**src/hdl/legacy_pkg.sv**
```systemverilog
// constants and types shared by the legacy mode entry/exit logic
package legacy_pkg;
  // status longword field positions
  localparam int SLW_C       = 0;
  localparam int SLW_V       = 1;
  localparam int SLW_Z       = 2;
  localparam int SLW_N       = 3;
  localparam int SLW_T       = 4;
  localparam int SLW_INT_OVF = 5;
  localparam int SLW_FLT_UNF = 6;
  localparam int SLW_DEC_OVF = 7;
  localparam int SLW_MBZ_LO  = 8;
  localparam int SLW_MBZ_HI  = 15;
  localparam int SLW_PRIO_LO = 16;
  localparam int SLW_PRIO_HI = 20;
  localparam int SLW_PREV_LO = 22;
  localparam int SLW_PREV_HI = 23;
  localparam int SLW_CURM_LO = 24;
  localparam int SLW_CURM_HI = 25;
  localparam int SLW_ISTK    = 26;
  localparam int SLW_FPART   = 27;
  localparam int SLW_TPEND   = 30;
  localparam int SLW_LEG     = 31;
  localparam logic [1:0] USER_MODE = 2'h3;
  localparam logic [4:0] PRIO_ZERO = 5'h00;
  localparam logic [7:0] MBZ_ZERO  = 8'h00;
  // legacy word, page and chunk geometry
  localparam int LEG_W       = 16;
  localparam int PAGE_LO     = 9;
  localparam int PAGE_W      = 7;
  localparam int CHUNK_W     = 3;
  localparam int CCW_W       = 5;
  localparam int NUM_GPR     = 16;
  localparam int LEG_LAST_R  = 6;
  localparam int SCRATCH_R   = 7;
  localparam int PC_R        = 15;
  // register byte offsets
  localparam logic [7:0] CTRL_OFS   = 8'h00;
  localparam logic [7:0] POPPSL_OFS = 8'h04;
  localparam logic [7:0] STATUS_OFS = 8'h08;
  localparam logic [7:0] PUSHED_OFS = 8'h0C;
  localparam logic [7:0] LPSW_OFS   = 8'h10;
  localparam logic [7:0] XLATE_OFS  = 8'h14;
  localparam logic [1:0] GPR_WIN    = 2'h1;
  // control and status bits
  localparam int CTRL_RET    = 0;
  localparam int CTRL_EXC    = 1;
  localparam int CTRL_INT    = 2;
  localparam int ST_LEGACY   = 0;
  localparam int ST_FAULT    = 1;
  localparam int ST_TPEND    = 2;
  localparam int ST_FPACC    = 3;
  localparam logic [1:0] HTRANS_NONSEQ = 2'h2;
  typedef enum logic {NATIVE, LEGACY} mode_e;
endpackage

```
**src/hdl/xlate_if.sv**
```systemverilog
// legacy address translation request and result
`timescale 1ns/1ps
`default_nettype none
interface xlate_if;
  import legacy_pkg::*;
  logic                 req;
  logic [LEG_W-1:0]     legacy_addr;
  logic [31:0]          native_va;
  logic [PAGE_W-1:0]    page;
  logic [CHUNK_W-1:0]   chunk;
  logic [PAGE_LO-1:0]   offset;
  logic                 valid;
  modport requester (output req, output legacy_addr, input native_va, input page,
                     input chunk, input offset, input valid);
  modport mapper    (input req, input legacy_addr, output native_va, output page,
                     output chunk, output offset, output valid);
endinterface
`default_nettype wire

```
**src/hdl/legacy_addr_map.sv**
```systemverilog
// maps a 16-bit legacy address onto the native virtual address space
`timescale 1ns/1ps
`default_nettype none
module legacy_addr_map
  import legacy_pkg::*;
(
  input  wire logic  ref_clk,
  input  wire logic  resetn,
  xlate_if.mapper    xl
);
  typedef struct packed {
    logic [31:0]        va;
    logic [PAGE_W-1:0]  page;
    logic [CHUNK_W-1:0] chunk;
    logic [PAGE_LO-1:0] offset;
    logic               valid;
  } map_s;

  map_s r;
  map_s next_r;

  always_comb begin
    next_r = r;
    next_r.valid = 1'b0;
    if (xl.req) begin
      next_r.va = {{(32-LEG_W){1'b0}}, xl.legacy_addr};
      next_r.page = xl.legacy_addr[LEG_W-1:PAGE_LO];
      next_r.offset = xl.legacy_addr[PAGE_LO-1:0];
      next_r.chunk = xl.legacy_addr[LEG_W-1:LEG_W-CHUNK_W];
      next_r.valid = 1'b1;
    end
  end

  always_ff @(posedge ref_clk) begin
    if (!resetn) begin
      r <= '0;
    end else begin
      r <= next_r;
    end
  end

  assign xl.native_va = r.va;
  assign xl.page = r.page;
  assign xl.chunk = r.chunk;
  assign xl.offset = r.offset;
  assign xl.valid = r.valid;
endmodule
`default_nettype wire

```
**src/hdl/legacy_mode_entry_exit.sv**
```systemverilog
// legacy mode entry/exit, status checks and register mapping, on AHB-Lite
`timescale 1ns/1ps
`default_nettype none
module legacy_mode_entry_exit
  import legacy_pkg::*;
(
  input  wire logic                ref_clk,
  input  wire logic                resetn,
  input  wire logic                hsel,
  input  wire logic [31:0]         haddr,
  input  wire logic [1:0]          htrans,
  input  wire logic                hwrite,
  input  wire logic [2:0]          hsize,
  input  wire logic [31:0]         hwdata,
  input  wire logic                hready,
  output logic [31:0]              hrdata,
  output logic                     hreadyout,
  output logic                     hresp,
  input  wire logic                mmu_fault,
  output logic                     legacy_mode,
  output logic                     rsvd_operand_fault,
  output logic                     legacy_exit,
  output logic [31:0]              native_va,
  output logic [PAGE_W-1:0]        va_page,
  output logic [CHUNK_W-1:0]       va_chunk,
  output logic                     va_valid
);
  typedef struct packed {
    mode_e                       mode;
    logic [CCW_W-1:0]            cc_word;
    logic                        trace_pend;
    logic                        fault;
    logic                        fault_pulse;
    logic                        exit_pulse;
    logic [31:0]                 pop_img;
    logic [31:0]                 push_img;
    logic                        ph_wr;
    logic [5:0]                  ph_idx;
    logic [31:0]                 rdata;
    logic [1:0]                  mf_sync;
    logic                        mf_prev;
    logic                        xreq;
    logic [LEG_W-1:0]            xaddr;
    logic [NUM_GPR-1:0][31:0]    gpr;
  } state_s;

  state_s r;
  state_s next_r;
  xlate_if xl ();

  legacy_addr_map u_map (
    .ref_clk (ref_clk),
    .resetn  (resetn),
    .xl      (xl)
  );

  assign xl.req = r.xreq;
  assign xl.legacy_addr = r.xaddr;

  // popped image checks for a legacy entry
  function automatic logic image_faults(input logic [31:0] img);
    logic bad;
    bad = 1'b0;
    if (img[SLW_DEC_OVF]) begin
      bad = 1'b1;
    end
    if (img[SLW_FLT_UNF]) begin
      bad = 1'b1;
    end
    if (img[SLW_INT_OVF]) begin
      bad = 1'b1;
    end
    if (img[SLW_ISTK]) begin
      bad = 1'b1;
    end
    if (img[SLW_FPART]) begin
      bad = 1'b1;
    end
    if (img[SLW_PRIO_HI:SLW_PRIO_LO] != PRIO_ZERO) begin
      bad = 1'b1;
    end
    if (img[SLW_PREV_HI:SLW_PREV_LO] != USER_MODE) begin
      bad = 1'b1;
    end
    if (img[SLW_CURM_HI:SLW_CURM_LO] != USER_MODE) begin
      bad = 1'b1;
    end
    // legacy entry: status bits 15:8 must be zero
    if (img[SLW_MBZ_HI:SLW_MBZ_LO] != MBZ_ZERO) begin
      bad = 1'b1;
    end
    return bad;
  endfunction

  // legacy view of a native register
  function automatic logic [31:0] legacy_view(input logic [31:0] v);
    return {{(32-LEG_W){1'b0}}, v[LEG_W-1:0]};
  endfunction

  function automatic logic [31:0] exit_image(input logic [CCW_W-1:0] cc, input logic pend);
    logic [31:0] img;
    img = '0;
    img[SLW_LEG] = 1'b1;
    img[SLW_TPEND] = pend;
    img[SLW_PREV_HI:SLW_PREV_LO] = USER_MODE;
    img[SLW_CURM_HI:SLW_CURM_LO] = USER_MODE;
    img[SLW_T] = cc[SLW_T];
    img[SLW_N:SLW_C] = cc[SLW_N:SLW_C];
    return img;
  endfunction

  // software view of a general register in the current mode
  function automatic logic [31:0] gpr_read(input mode_e m, input logic [3:0] n, input logic [31:0] v);
    logic [31:0] res;
    res = v;
    // legacy view ignores upper halves of registers 0-6 and 15, reads register 7 as zero, returns 8-14 whole
    if (m == LEGACY) begin
      if (n == 4'(SCRATCH_R)) begin
        res = '0;
      end else if (n <= 4'(LEG_LAST_R) || n == 4'(PC_R)) begin
        res = legacy_view(v);
      end
    end
    return res;
  endfunction

  logic        wr_now;
  logic [31:0] wd;
  logic        mf_edge;
  logic        exit_evt;
  logic [3:0]  gidx;

  always_comb begin
    next_r = r;
    next_r.fault_pulse = 1'b0;
    next_r.exit_pulse = 1'b0;
    next_r.xreq = 1'b0;
    wr_now = r.ph_wr;
    wd = hwdata;
    gidx = r.ph_idx[3:0];
    exit_evt = 1'b0;

    // pin is synchronised; first stage read only by the second
    next_r.mf_sync = {r.mf_sync[0], mmu_fault};
    next_r.mf_prev = r.mf_sync[1];
    // edge, not level: a fault held for many cycles exits once
    mf_edge = r.mf_sync[1] && !r.mf_prev;

    // data phase of a write
    if (wr_now) begin
      if (r.ph_idx[5:4] == GPR_WIN) begin
        if (r.mode == NATIVE) begin
          next_r.gpr[gidx] = wd;
        end else if (gidx <= 4'(LEG_LAST_R) || gidx == 4'(PC_R)) begin
          next_r.gpr[gidx][LEG_W-1:0] = wd[LEG_W-1:0];
        end
      end else begin
        case ({r.ph_idx, 2'b00})
          CTRL_OFS: begin
            // entry only through a legacy-flagged return
            // refused images leave mode and flags untouched
            if (wd[CTRL_RET] && r.mode == NATIVE && r.pop_img[SLW_LEG]) begin
              if (image_faults(r.pop_img)) begin
                next_r.fault_pulse = 1'b1;
              end else begin
                next_r.mode = LEGACY;
                next_r.cc_word[SLW_T] = r.pop_img[SLW_T];
                next_r.cc_word[SLW_N:SLW_C] = r.pop_img[SLW_N:SLW_C];
                next_r.trace_pend = r.pop_img[SLW_TPEND];
              end
            end
            // control register exits by exception or interrupt; translation faults exit below
            if (wd[CTRL_EXC] && r.mode == LEGACY) begin
              exit_evt = 1'b1;
            end
            if (wd[CTRL_INT] && r.mode == LEGACY) begin
              exit_evt = 1'b1;
            end
          end
          POPPSL_OFS: next_r.pop_img = wd;
          STATUS_OFS: begin
            if (wd[ST_FAULT]) begin
              next_r.fault = 1'b0;
            end
          end
          LPSW_OFS: begin
            // native code sets these flags only through the entry image
            // legacy return ignores upper 11 bits
            if (r.mode == LEGACY) begin
              next_r.cc_word = wd[CCW_W-1:0];
            end
          end
          XLATE_OFS: begin
            next_r.xaddr = wd[LEG_W-1:0];
            next_r.xreq = 1'b1;
          end
          default: ;
        endcase
      end
    end

    // a fault seen in native mode belongs to native code
    // translation faults end legacy execution
    if (mf_edge && r.mode == LEGACY) begin
      exit_evt = 1'b1;
    end

    if (exit_evt) begin
      next_r.mode = NATIVE;
      next_r.exit_pulse = 1'b1;
      // image pushed on the way out
      next_r.push_img = exit_image(next_r.cc_word, next_r.trace_pend);
      // cleared, not kept: every exit leaves one defined state
      // upper halves of registers 0-6 and 15 cleared on exit
      for (int i = 0; i <= LEG_LAST_R; i++) begin
        next_r.gpr[i] = legacy_view(next_r.gpr[i]);
      end
      next_r.gpr[PC_R] = legacy_view(next_r.gpr[PC_R]);
    end

    // set wins over a same-cycle clear
    if (next_r.fault_pulse) begin
      next_r.fault = 1'b1;
    end

    // address phase: capture and prepare read data
    // read data from the next state, so a read right after a write sees it
    next_r.ph_wr = 1'b0;
    if (hsel && hready && htrans == HTRANS_NONSEQ) begin
      next_r.ph_wr = hwrite;
      next_r.ph_idx = haddr[7:2];
      if (!hwrite) begin
        next_r.rdata = '0;
        if (haddr[7:6] == GPR_WIN) begin
          next_r.rdata = gpr_read(next_r.mode, haddr[5:2], next_r.gpr[haddr[5:2]]);
        end else begin
          case ({haddr[7:2], 2'b00})
            POPPSL_OFS: next_r.rdata = next_r.pop_img;
            STATUS_OFS: begin
              next_r.rdata[ST_LEGACY] = (next_r.mode == LEGACY);
              next_r.rdata[ST_FAULT] = next_r.fault;
              next_r.rdata[ST_TPEND] = next_r.trace_pend;
              next_r.rdata[ST_FPACC] = 1'b0;
            end
            PUSHED_OFS: next_r.rdata = next_r.push_img;
            LPSW_OFS: next_r.rdata = {{(32-CCW_W){1'b0}}, next_r.cc_word};
            // last result; a fresh one lands two cycles after the write
            XLATE_OFS: next_r.rdata = xl.native_va;
            default: next_r.rdata = '0;
          endcase
        end
      end
    end
  end

  always_ff @(posedge ref_clk) begin
    if (!resetn) begin
      r <= '0;
    end else begin
      r <= next_r;
    end
  end

  // zero wait state, always OKAY
  assign hreadyout = 1'b1;
  assign hresp = 1'b0;
  assign hrdata = r.rdata;
  assign legacy_mode = (r.mode == LEGACY);
  assign rsvd_operand_fault = r.fault_pulse;
  assign legacy_exit = r.exit_pulse;
  assign native_va = xl.native_va;
  assign va_page = xl.page;
  assign va_chunk = xl.chunk;
  assign va_valid = xl.valid;
endmodule
`default_nettype wire

```
**config.mk**
```make
export PLATFORM = sky130hd
export DESIGN_NAME = legacy_mode_entry_exit
export DESIGN_NICKNAME = d
export VERILOG_FILES = /design/src/hdl/legacy_pkg.sv /design/src/hdl/xlate_if.sv /design/src/hdl/legacy_addr_map.sv /design/src/hdl/legacy_mode_entry_exit.sv
export SDC_FILE = /design/constraint.sdc
export NUM_CORES = 1
export LEC_CHECK = 0
export BUFFER_PORTS_ARGS = -buffer_cell sky130_fd_sc_hd__buf_2
export CORE_UTILIZATION = 45
export DETAILED_ROUTE_END_ITERATION = 7
export GPL_TIMING_DRIVEN = 0
export PLACE_DENSITY = 0.66
export SYNTH_ARGS = -nofsm -noshare
export SYNTH_HDL_FRONTEND = slang
export SYNTH_HIERARCHICAL = 1
export SYNTH_SLANG_ARGS = --single-unit
```
**constraint.sdc**
```tcl
create_clock -name ref_clk -period 3.2 [get_ports ref_clk]
set_input_delay 0.48 -clock ref_clk [delete_from_list [all_inputs] [get_ports ref_clk]]
set_output_delay 0.48 -clock ref_clk [all_outputs]
set_load 0.02 [all_outputs]
```
* Word level (Yosys, flattened, before mapping)
Cells that the tools add are included.
Widths: inputs -> output; s select.
** Operators by class
- Magnitude comparators :: 5
- Reduce and logical (&&, ||, !) cells :: 19
- Equality and inequality tests :: 17
- Bitwise logic cells :: 5
- Mux-type cells :: 61
** Operator list (number)
- $mux 512 :: 4
- $bwmux 512 :: 2
- $mux 32 :: 11
- $demux 32 s4 :: 2
- $mux 224 :: 1
- $bmux 32 s4 :: 1
- $pmux 28 s4 :: 1
- $mux 1 :: 30
- $eq 6x3->1 const B :: 4
- $pmux 4 s5 :: 1
- $eq 6x2->1 const B :: 3
- $mux 9 :: 2
- $mux 17 :: 1
- $mux 16 :: 1
- $mux 7 :: 2
- $eq 6x1->1 const B :: 2
- $lt 4x5->1 const B :: 2
- $pmux 5 s2 :: 1
- $logic_and 1x1->1 :: 9
- $eq 4x4->1 const B :: 2
- $le 4x3->1 const B :: 2
- $reduce_bool 8->1 :: 1
- $logic_not 6->1 :: 1
- $mux 5 :: 1
- other kinds (12) :: 20
** Word-level totals
- Input bits :: 75
- Output and inout port bits :: 80
- Flip-flop bits (word level) :: 672
- Word-level logic and storage cells :: 142

* Logic depth before layout (Yosys ltp)
Gate-level depths: netlist (run 1).
- Depth in word-level cells :: 21
- Depth in mapped cells :: 12
- Mapped depth without buffers :: 7

* Modules after synthesis
Netlist (run 1), hierarchy kept.
** Modules (own cells, without submodules)
- legacy_mode_entry_exit :: area an instance 29308.1 um^2, instances 1, cells each 3465, seq. area each 12912.4 um^2
- legacy_addr_map :: area an instance 909.6 um^2, instances 1, cells each 89, seq. area each 340.3 um^2

* Worst setup path before layout (run 1)
No wires, ideal clock.
- Kind :: register to register
- Start point :: register r[569] (netlist bit)
- End point :: register r (netlist bit hrdata[14])
- Clock period less this slack :: 2.475 ns
- Arrival :: 2.336 ns
- Path slack :: 0.725 ns
- Required time :: 3.062 ns
- Path buffers :: 5
- Setup time :: 0.138 ns
- Cell stages (with the launch flop) :: 12
- Path through :: dfxtp_1 > buf_2 > and3b_1 > buf_2 > buf_4 > buf_4 > nand2_1 > clkbuf_1 > mux2i_1 > nor2_1 > a2111oi_0 > a31oi_1
** On the way
- Longest elaborated chain between the ends :: 10
- Elaborated cells between the ends (all ways) :: 26
- Classes of those cells :: eq/ne (2); mux (23); reduce/logical (1)
** RTL lines
- start: declaration :: RTL line legacy_mode_entry_exit.sv:47 : state_s r;
- start signal: assignment :: RTL line legacy_mode_entry_exit.sv:260 : r <= next_r;
- $eq 2x1->1 :: RTL line legacy_mode_entry_exit.sv:151 : if (r.ph_idx[5:4] == GPR_WIN) begin
- $mux 512 :: RTL line legacy_mode_entry_exit.sv:151
- $mux 512 :: RTL line legacy_mode_entry_exit.sv:150 : if (wr_now) begin
- $mux 224 / $mux 32 (equally long branches) :: RTL line legacy_mode_entry_exit.sv:208 : if (exit_evt) begin
- $bmux 32 s4 :: RTL line legacy_mode_entry_exit.sv:235 : next_r.rdata = gpr_read(next_r.mode, haddr[5:2], next_r.gpr[haddr[5:2]]);
- $mux 32 (implied by the code) :: RTL line legacy_mode_entry_exit.sv:235
- $mux 32 :: RTL line legacy_mode_entry_exit.sv:120 : end else if (n <= 4'(LEG_LAST_R) || n == 4'(PC_R)) begin
- $mux 32 :: RTL line legacy_mode_entry_exit.sv:118 : if (n == 4'(SCRATCH_R)) begin
- $mux 32 :: RTL line legacy_mode_entry_exit.sv:117 : if (m == LEGACY) begin
- $mux 32 (*) :: RTL line legacy_mode_entry_exit.sv:234 : if (haddr[7:6] == GPR_WIN) begin
Every way passes the cells marked *; elsewhere a longest branch is shown, timed or not. The select of a mux whose other input is x is not followed.
A chain may end at the register's enable or synchronous reset.

* Worst setup path after layout (run 1)
- Start point :: register r (netlist bit gidx[3])
- End point :: register r (netlist bit hrdata[18])
** On the way
- Longest elaborated chain between the ends :: 15
- Elaborated cells between the ends (all ways) :: 38
- Classes of those cells :: order compare (3); eq/ne (2); mux (30); reduce/logical (3)
** RTL lines
- $lt 4x5->1 (implied by the code) / $ge 4x1->1 (equally long branches) :: RTL line legacy_mode_entry_exit.sv:153 : next_r.gpr[gidx] = wd;
- $logic_and 1x1->1 (implied by the code) :: RTL line legacy_mode_entry_exit.sv:153
- $mux 32 (implied by the code) :: RTL line legacy_mode_entry_exit.sv:153
- $demux 32 s4 :: RTL line legacy_mode_entry_exit.sv:153
- $bwmux 512 :: RTL line legacy_mode_entry_exit.sv:153
- $mux 512 :: RTL line legacy_mode_entry_exit.sv:152 : if (r.mode == NATIVE) begin
- $mux 512 :: RTL line legacy_mode_entry_exit.sv:151
- $mux 512 :: RTL line legacy_mode_entry_exit.sv:150
- $mux 224 / $mux 32 (equally long branches) :: RTL line legacy_mode_entry_exit.sv:208
- $bmux 32 s4 :: RTL line legacy_mode_entry_exit.sv:235
- $mux 32 (implied by the code) :: RTL line legacy_mode_entry_exit.sv:235
- $mux 32 :: RTL line legacy_mode_entry_exit.sv:120
- $mux 32 :: RTL line legacy_mode_entry_exit.sv:118
- $mux 32 :: RTL line legacy_mode_entry_exit.sv:117
- $mux 32 (*) :: RTL line legacy_mode_entry_exit.sv:234
Marks and branches as above.

==> results.rst, run 1 <==
.. list-table::
   :header-rows: 1

   * - Metric
     - Value
   * - Deepest clock path buffer count
     - 3
   * - Ratio of final minimum period to clock period
     - 1.06
   * - Headroom to the max-slew limit
     - 0.118
   * - Total die area
     - 0.0680 mm²
   * - Number of CTS-inserted buffers
     - 71
   * - Starting density of the core
     - 0.457
   * - Gpl congestion
     - 1.02
   * - Wire length after detailed routing
     - around 140 mm
   * - Maximum cell stage delay along the critical path
     - 0.64 ns
   * - Number of vias per cell after detailed routing
     - roughly 6.4
   * - Reg2reg start
     - gidx[3]$_SDFFE_PN0P_
   * - Worst hold slack across all endpoints
     - between 0.06 and 0.07 ns
   * - Global routing met3 resource utilization
     - 0.100
   * - R2R Setup Slk
     - -0.19 ns
   * - Clock-pin slew of the registers on the worst-case setup and hold paths
     - 0.06 ns
   * - DR iter-0 viols
     - approximately 4,600
   * - Count of antenna diodes in the layout
     - 0
   * - Total count of hold-check failures in the final report
     - 0
   * - Number of optimization iterations in the first detailed-route pass
     - 8
   * - Remaining antenna violation count after routing
     - 0
   * - Die height
     - approximately 260 µm
   * - Met1 track demand over resource in global routing
     - 0.516
   * - Post-synth design cell area
     - 0.0302 mm²
   * - Critical Path Start Type
     - flop
   * - YS warnings
     - 6
   * - CP cell instances
     - clkbuf_2 > buf_2 > nand4_1 > nor2_2 > nor2_2 > a211oi_1 > a211o_1 > a21oi_1
   * - Placed cell count
     - 4,509
   * - Detailed Place HPWL
     - 98.8 mm
   * - Category of cells accounting for the largest share of critical-path delay
     - simple AND/OR/NAND/NOR gates
   * - Largest net degree at the start of global routing
     - 15
   * - Number of antenna violations at the first check in global routing
     - 6
   * - Destination of the worst hold path
     - next_r[531]$_SDFF_PN0_
   * - Boundary pin count
     - 155
   * - Layout overhead on the synthesized area
     - 13.5%
   * - Final layout net count
     - 3,794
   * - Clock skew
     - approximately 0.023 ns
   * - Max-cap check violation count
     - 0
   * - Hold Crit Class
     - in2reg
   * - Standard-cell rows
     - between 90 and 100
   * - Destination of the worst register-to-register timing path
     - hrdata[18]$_SDFFE_PN0P_
   * - Cell at the root of the clock tree
     - sky130_fd_sc_hd__clkbuf_16
   * - Number of clock sinks
     - 662
   * - Total routing usage reported by global routing
     - 0.390
   * - Crit Path Class
     - reg2reg
   * - FF-to-FF path depth
     - 8
   * - CP Max Fanout
     - 10
   * - Post-DR wirelength/cell
     - 29.5 µm
   * - Max Slew Vio Count
     - 0
   * - Share of cells above drive strength 1
     - 0.127
   * - Vias in the first global route
     - around 27,000
   * - Worst Setup End Kind
     - flop
   * - Minimum setup slack in the final design
     - -0.188 ns
   * - Required time reported for the critical path endpoint
     - 3.71 ns
   * - Slowest stage cell, crit path
     - sky130_fd_sc_hd__nor2_2
   * - Worst hold path startpoint
     - mmu_fault
   * - Number of non-filler instances in the completed layout
     - 4,622
   * - Overall overflow remaining after global route
     - 0
   * - Unrepaired setup endpoints after global routing
     - yes
   * - Power density over the cells
     - between 500 and 600 mW/mm²
   * - Clock tree from TritonCTS
     - built
   * - Post-Synthesis Cells
     - 3,545
   * - Number of DRC violations after detailed routing
     - 19
   * - Final critical delay including setup and external delays
     - between 3 and 4 ns
   * - CP bufs+invs
     - 2
   * - Core area
     - between 0.06 and 0.07 mm²
   * - Slew of the pin with the lowest slew margin
     - roughly 1.3 ns
   * - GRT met2 Usage
     - 0.579
   * - Worst hold path stage count
     - 2
   * - Outcome
     - finished with violations
   * - Width of the die
     - roughly 260 µm
   * - Buffers added on ports
     - 85
   * - Layer with the highest usage
     - met2
   * - Arrival time reported for the critical path endpoint
     - 3.90 ns
   * - Commonest cells after routing, fill and taps aside
     - 662 x sky130_fd_sc_hd__dfxtp_1, 508 x sky130_fd_sc_hd__nor2_1, 410 x sky130_fd_sc_hd__nand2_1
   * - Most common cell type on the critical path
     - sky130_fd_sc_hd__nor2_2
   * - Violated checks
     - design-rule violations, negative setup slack
   * - # setup viols final
     - 11
   * - First-pass GRT wire length
     - 192 mm
   * - Peak clock frequency supported by timing
     - approximately 0.3 GHz
   * - Number of levels the H-tree was split into
     - 3
   * - Clock latency reported for the late side of the worst-skew pair
     - 0.64 ns
   * - CTS Hold Bufs
     - 0
   * - Mean instance size in the synthesized netlist
     - approximately 8.5 µm²
   * - Detailed-route via count
     - 29,800
   * - Leakage power
     - 0.0144 µW
   * - Commonest non-fill, non-tap cell in the layout
     - sky130_fd_sc_hd__dfxtp_1
   * - Maximum VDD drop
     - 0.000379 V
   * - Final core utilization
     - 0.519
## report_power, final
part | total (µW) | switching [µW] | internal, µW | leakage [µW]
clock | 7890 | 3550 | 4340 | 0.00104
combinational | 1410 | 1120 | 287 | 0.00802
sequential | 8260 | 10.8 | 8250 | 0.00533
## worst reg2reg max path: stages, from the launching register on
cell                       delay, ns
sky130_fd_sc_hd__dfxtp_1        0.31
sky130_fd_sc_hd__clkbuf_2       0.19
sky130_fd_sc_hd__buf_2          0.32
sky130_fd_sc_hd__nand4_1        0.56
sky130_fd_sc_hd__nor2_2         0.64
sky130_fd_sc_hd__nor2_2         0.24
sky130_fd_sc_hd__a211oi_1       0.56
sky130_fd_sc_hd__a211o_1        0.33
sky130_fd_sc_hd__a21oi_1        0.10
## per-stage QoR
stage	setup TNS, ns	total power (µW)	instance area (µm²)	setup slack, ns
floorplan	0	9080	30200	0.725
global placement	-54.22	9720	31700	-1.65
detailed placement	-58.10	9710	31700	-1.59
CTS	-0.00425	17400	34100	-0.00425
global route	-0.151	17800	34200	-0.0468
finish	-0.722	17600	34200	-0.188
## per-layer routing
metal	share of wire	wire length, µm	vias to the layer above
met4	0.063	8580	4
li1	-	-	12800
met3	0.13	17900	515
met2	0.42	57000	2191
met5	0.00022	30	-
met1	0.39	52600	14300
## registers in the layout, summed over array words and instances, names as in the netlist
register and cells:
wr_now 1, legacy_exit 1, rsvd_operand_fault 1, u_map/xl.page 6, hrdata 32, u_map/xl.native_va 1
r 586, u_map/xl.chunk 1, u_map/xl.valid 1, u_map/xl.offset 8, xl.legacy_addr 16, gidx 4
legacy_mode 1, xl.req 1, next_r 2
## final cells by class
class / instances / area [µm²]
Clock inverter: 13 / 121
Sequential cell: 662 / 13300
Multi-Input combinational cell: 2484 / 15200
Inverter: 14 / 52.6
Fill cell: 6451 / 31700
Tap cell: 864 / 1080
Clock buffer: 99 / 1990
Timing Repair Buffer: 92 / 478
Buffer: 394 / 2010
## timing repair
action	4_1_cts	5_1_grt
endpoints found under the setup margin	52	49
buffers inserted	7	0
gates cloned	0	0
resized for setup	64	55
pin swaps	9	6
## worst max-delay path by stage
stage,from,to,slack [ns],depth (start not counted)
after floorplan,r[569]$_SDFFE_PN0P_,hrdata[14]$_SDFFE_PN0P_,0.73,11
final,gidx[3]$_SDFFE_PN0P_,hrdata[18]$_SDFFE_PN0P_,-0.19,8
after global routing,r[569]$_SDFFE_PN0P_,hrdata[13]$_SDFFE_PN0P_,-0.05,11
after CTS,gidx[3]$_SDFFE_PN0P_,hrdata[2]$_SDFFE_PN0P_,-0.004,11
after global placement,haddr[3],hrdata[13]$_SDFFE_PN0P_,-1.65,9
after detailed placement,haddr[3],hrdata[13]$_SDFFE_PN0P_,-1.59,9
No activity file was read; power rests on OpenSTA's default activity.
==> inputs of run 2 (changes only) <==
ABC_AREA = 1   (was unset)
CELL_PAD_IN_SITES_DETAIL_PLACEMENT = 0   (was unset)
CELL_PAD_IN_SITES_GLOBAL_PLACEMENT = 2   (was unset)
CORE_UTILIZATION = 34   (was 45)
GPL_TIMING_DRIVEN = unset   (was 0)
PLACE_DENSITY = 0.83   (was 0.66)
==> run 2 against run 1 <==
Against the previous run:
- the run now ends clean
- clock power rose by 11%
- hold slack got worse by 0.030 ns
- non-clock buffer count is 231 lower
- via count is essentially flat
- first-iteration DRC count down 50%
- routed wire length shrank 19%
- total power up 2.3%
- sequential share of layout area shrank 1.8 points
- final cell count is 32% higher
- critical path type unchanged
- largest cell class unchanged
==> results.rst, run 2 <==
.. list-table::
   :header-rows: 1

   * - Metric
     - Value
   * - Number of non-filler instances in the completed layout
     - 6,105
   * - Number of DRC violations after detailed routing
     - 0
   * - Starting density of the core
     - 0.345
   * - Slew of the pin with the lowest slew margin
     - 0.925 ns
   * - Max Slew Vio Count
     - 0
   * - Post-DR wirelength/cell
     - roughly 18 µm
   * - Post-synth design cell area
     - ~0.032 mm²
   * - Die height
     - around 300 µm
   * - Detailed Place HPWL
     - around 73 mm
   * - Number of clock sinks
     - 662
   * - Count of antenna diodes in the layout
     - 0
   * - Largest net degree at the start of global routing
     - 84
   * - Wire length after detailed routing
     - 111 mm
   * - CTS Hold Bufs
     - 0
   * - Number of cells upsized or downsized after cts
     - 0
   * - Footprint of the multi-input gates
     - 0.0149 mm²
   * - Total non-filler cell area in the finished layout
     - 0.0359 mm²
   * - Overall overflow remaining after global route
     - 0
   * - # setup viols final
     - 0
   * - PnR Total Power
     - between 15,000 and 20,000 µW
   * - Leakage power
     - 0.0157 µW
   * - Outcome
     - finished clean
   * - Clock tree from TritonCTS
     - built
   * - Destination of the worst register-to-register timing path
     - hrdata[4]$_SDFFE_PN0P_
   * - Cell area reported after detailed placement
     - approximately 0.033 mm²
   * - Remaining antenna violation count after routing
     - 0
   * - Power density over the cells
     - 500 mW/mm²
   * - Unrepaired setup endpoints after global routing
     - no
   * - Clock-pin slew of the registers on the worst-case setup and hold paths
     - 0.06 ns
   * - Slowest stage cell, crit path
     - sky130_fd_sc_hd__dfxtp_1
   * - Arrival time reported for the critical path endpoint
     - 3.31 ns
   * - Category of cells accounting for the largest share of critical-path delay
     - simple AND/OR/NAND/NOR gates
   * - Reg2reg start
     - wr_now$_SDFF_PN0_
   * - Number of vias per cell after detailed routing
     - 4.88
   * - Clock latency reported for the late side of the worst-skew pair
     - 0.63 ns
   * - Total count of hold-check failures in the final report
     - 0
   * - Boundary pin count
     - 155
   * - Post-Synthesis Cells
     - ~4,900
   * - Largest reg by FF count
     - r
   * - Setup TNS
     - 0 ns
   * - Maximum cell stage delay along the critical path
     - 0.39 ns
   * - Clock skew
     - 0.0146 ns
   * - Area occupied by registers
     - between 0.01 and 0.015 mm²
   * - Headroom to the max-slew limit
     - 0.382
   * - Number of CTS-inserted buffers
     - 77
   * - WP depth
     - 15
   * - Post-CTS setup buffers
     - 0
   * - FF-to-FF path depth
     - 15
   * - Number of antenna violations at the first check in global routing
     - 1
   * - Deepest clock path buffer count
     - 3
   * - Crit Path Class
     - reg2reg
   * - Final critical delay including setup and external delays
     - 2.75 ns
   * - Standard-cell rows
     - roughly 110
   * - Share of cells above drive strength 1
     - 0.0948
   * - Gpl congestion
     - 0.823
   * - Crit path capture
     - hrdata[4]$_SDFFE_PN0P_
   * - Detailed-route via count
     - 29,800
   * - Total routing usage reported by global routing
     - 0.232
   * - Placed cell count
     - 5,973
   * - Buffers added on ports
     - between 100 and 150
   * - Flip-flop count of the largest register after layout
     - 586
   * - Commonest cells after routing, fill and taps aside
     - 1,107 x sky130_fd_sc_hd__nand2_1, 896 x sky130_fd_sc_hd__nor2_1, 662 x sky130_fd_sc_hd__dfxtp_1
   * - Width of the die
     - about 310 µm
   * - Layout overhead on the synthesized area
     - 12.9%
   * - First-pass GRT wire length
     - roughly 170 mm
   * - Worst setup path startpoint
     - wr_now$_SDFF_PN0_
   * - Layout fillers
     - 10,200
   * - Max-cap check violation count
     - 0
   * - Commonest non-fill, non-tap cell in the layout
     - sky130_fd_sc_hd__nand2_1
   * - YS warnings
     - 6
   * - CP bufs+invs
     - 2
   * - Vias in the first global route
     - 27,600
   * - Core area
     - 0.0922 mm²
   * - Ratio of final minimum period to clock period
     - 0.858
   * - Required time reported for the critical path endpoint
     - 3.76 ns
   * - Most common cell type on the critical path
     - sky130_fd_sc_hd__nor2_1
   * - CP cell instances
     - nand3_2 > nor2_4 > buf_4 > nand2_2 > buf_12 > nand2_1 > o21ai_0 > or2_1 > nand3_1 > nand2_1 > nor2_1 > nor2_1 > nor2_1 > nor2_1 > nor2_1
   * - DR iter-0 viols
     - approximately 2,300
   * - Cell at the root of the clock tree
     - sky130_fd_sc_hd__clkbuf_16
   * - CP Max Fanout
     - 55
   * - R2R Setup Slk
     - 0.45 ns
   * - Total die area
     - roughly 0.095 mm²
   * - Critical Path Start Type
     - flop
   * - Final layout net count
     - a little under 5,000
   * - Maximum VDD drop
     - 0.000348 V
   * - Mean instance size in the synthesized netlist
     - 6.52 µm²
   * - Number of levels the H-tree was split into
     - 3
   * - Hold Crit Class
     - in2reg
   * - Number of optimization iterations in the first detailed-route pass
     - 7
   * - Peak clock frequency supported by timing
     - 0.364 GHz
   * - Worst Setup End Kind
     - flop
run 2: cell types whose count changed in the layout (fill, tap and decap cells not counted), moves of 40 or more:
cell	previous run	this run
sky130_fd_sc_hd__inv_1	9	453
sky130_fd_sc_hd__nor3_1	59	4
sky130_fd_sc_hd__mux2i_1	345	0
sky130_fd_sc_hd__nand3_1	66	257
sky130_fd_sc_hd__a21oi_1	349	131
sky130_fd_sc_hd__clkbuf_1	230	19
sky130_fd_sc_hd__buf_4	82	122
sky130_fd_sc_hd__o211ai_1	31	99
sky130_fd_sc_hd__nand4_1	7	70
sky130_fd_sc_hd__o21ai_0	103	491
sky130_fd_sc_hd__o21ai_1	5	116
sky130_fd_sc_hd__nand2_1	410	1107
sky130_fd_sc_hd__nor2_1	508	896
run 2: worst min path at each step:
| stage | start | endpoint | slack, ns | cells after the start |
|---|---|---|---|---|
| 4_1_cts | mmu_fault | next_r[531]$_SDFF_PN0_ | 0.007 | 3 |
| 3_5_place_dp | next_r[531]$_SDFF_PN0_ | next_r[529]$_SDFF_PN0_ | 0.40 | 2 |
| 5_1_grt | mmu_fault | next_r[531]$_SDFF_PN0_ | 0.03 | 3 |
| 2_1_floorplan | next_r[531]$_SDFF_PN0_ | next_r[529]$_SDFF_PN0_ | 0.39 | 2 |
| 6_report | mmu_fault | next_r[531]$_SDFF_PN0_ | 0.04 | 3 |
| 3_3_place_gp | next_r[531]$_SDFF_PN0_ | next_r[529]$_SDFF_PN0_ | 0.40 | 2 |
run 2: metrics by stage:
step / hold WS [ns] / setup WS, ns / utilization
2_1_floorplan: 0.390 / 1.14 / -
3_3_place_gp: 0.400 / 0.399 / 0.363
3_5_place_dp: 0.403 / 0.408 / 0.363
4_1_cts: 0.00701 / 0.376 / 0.390
5_1_grt: 0.0279 / 0.234 / 0.390
6_report: 0.0380 / 0.454 / 0.390
run 2: report_power, final:
part	total, µW	leakage [µW]	internal (µW)	switching, µW
Sequential	8260	0.00533	8250	9.16
Clock	8750	0.00120	5120	3630
Combinational	941	0.00918	180	761
Total	18000	0.0157	13600	4400
run 2: area by class of cell:
cell class | count | area share
clock buffer | 114 | 0.0631
clock inverter | 18 | 0.00491
inverter | 478 | 0.0503
multi-input combinational | 3335 | 0.415
sequential | 662 | 0.369
tap | 1243 | 0.0433
timing repair buffer | 255 | 0.0549
run 2: routing by layer:
| layer | GRT usage | part of all wire | vias to the layer above |
|---|---|---|---|
| li1 | - | - | 15300 |
| met1 | 0.299 | 0.45 | 13900 |
| met2 | 0.408 | 0.49 | 499 |
| met3 | 0.0271 | 0.034 | 133 |
| met4 | 0.0558 | 0.022 | 2 |
| met5 | 0 | 0.00012 | - |
run 2: worst register-to-register path, cell delays in order (launching register included):
cell,delay [ns]
sky130_fd_sc_hd__dfxtp_1,0.39
sky130_fd_sc_hd__nand3_2,0.19
sky130_fd_sc_hd__nor2_4,0.35
sky130_fd_sc_hd__buf_4,0.19
sky130_fd_sc_hd__nand2_2,0.06
sky130_fd_sc_hd__buf_12,0.20
sky130_fd_sc_hd__nand2_1,0.09
sky130_fd_sc_hd__o21ai_0,0.10
sky130_fd_sc_hd__or2_1,0.22
sky130_fd_sc_hd__nand3_1,0.08
sky130_fd_sc_hd__nand2_1,0.05
sky130_fd_sc_hd__nor2_1,0.29
sky130_fd_sc_hd__nor2_1,0.15
sky130_fd_sc_hd__nor2_1,0.17
sky130_fd_sc_hd__nor2_1,0.06
sky130_fd_sc_hd__nor2_1,0.08
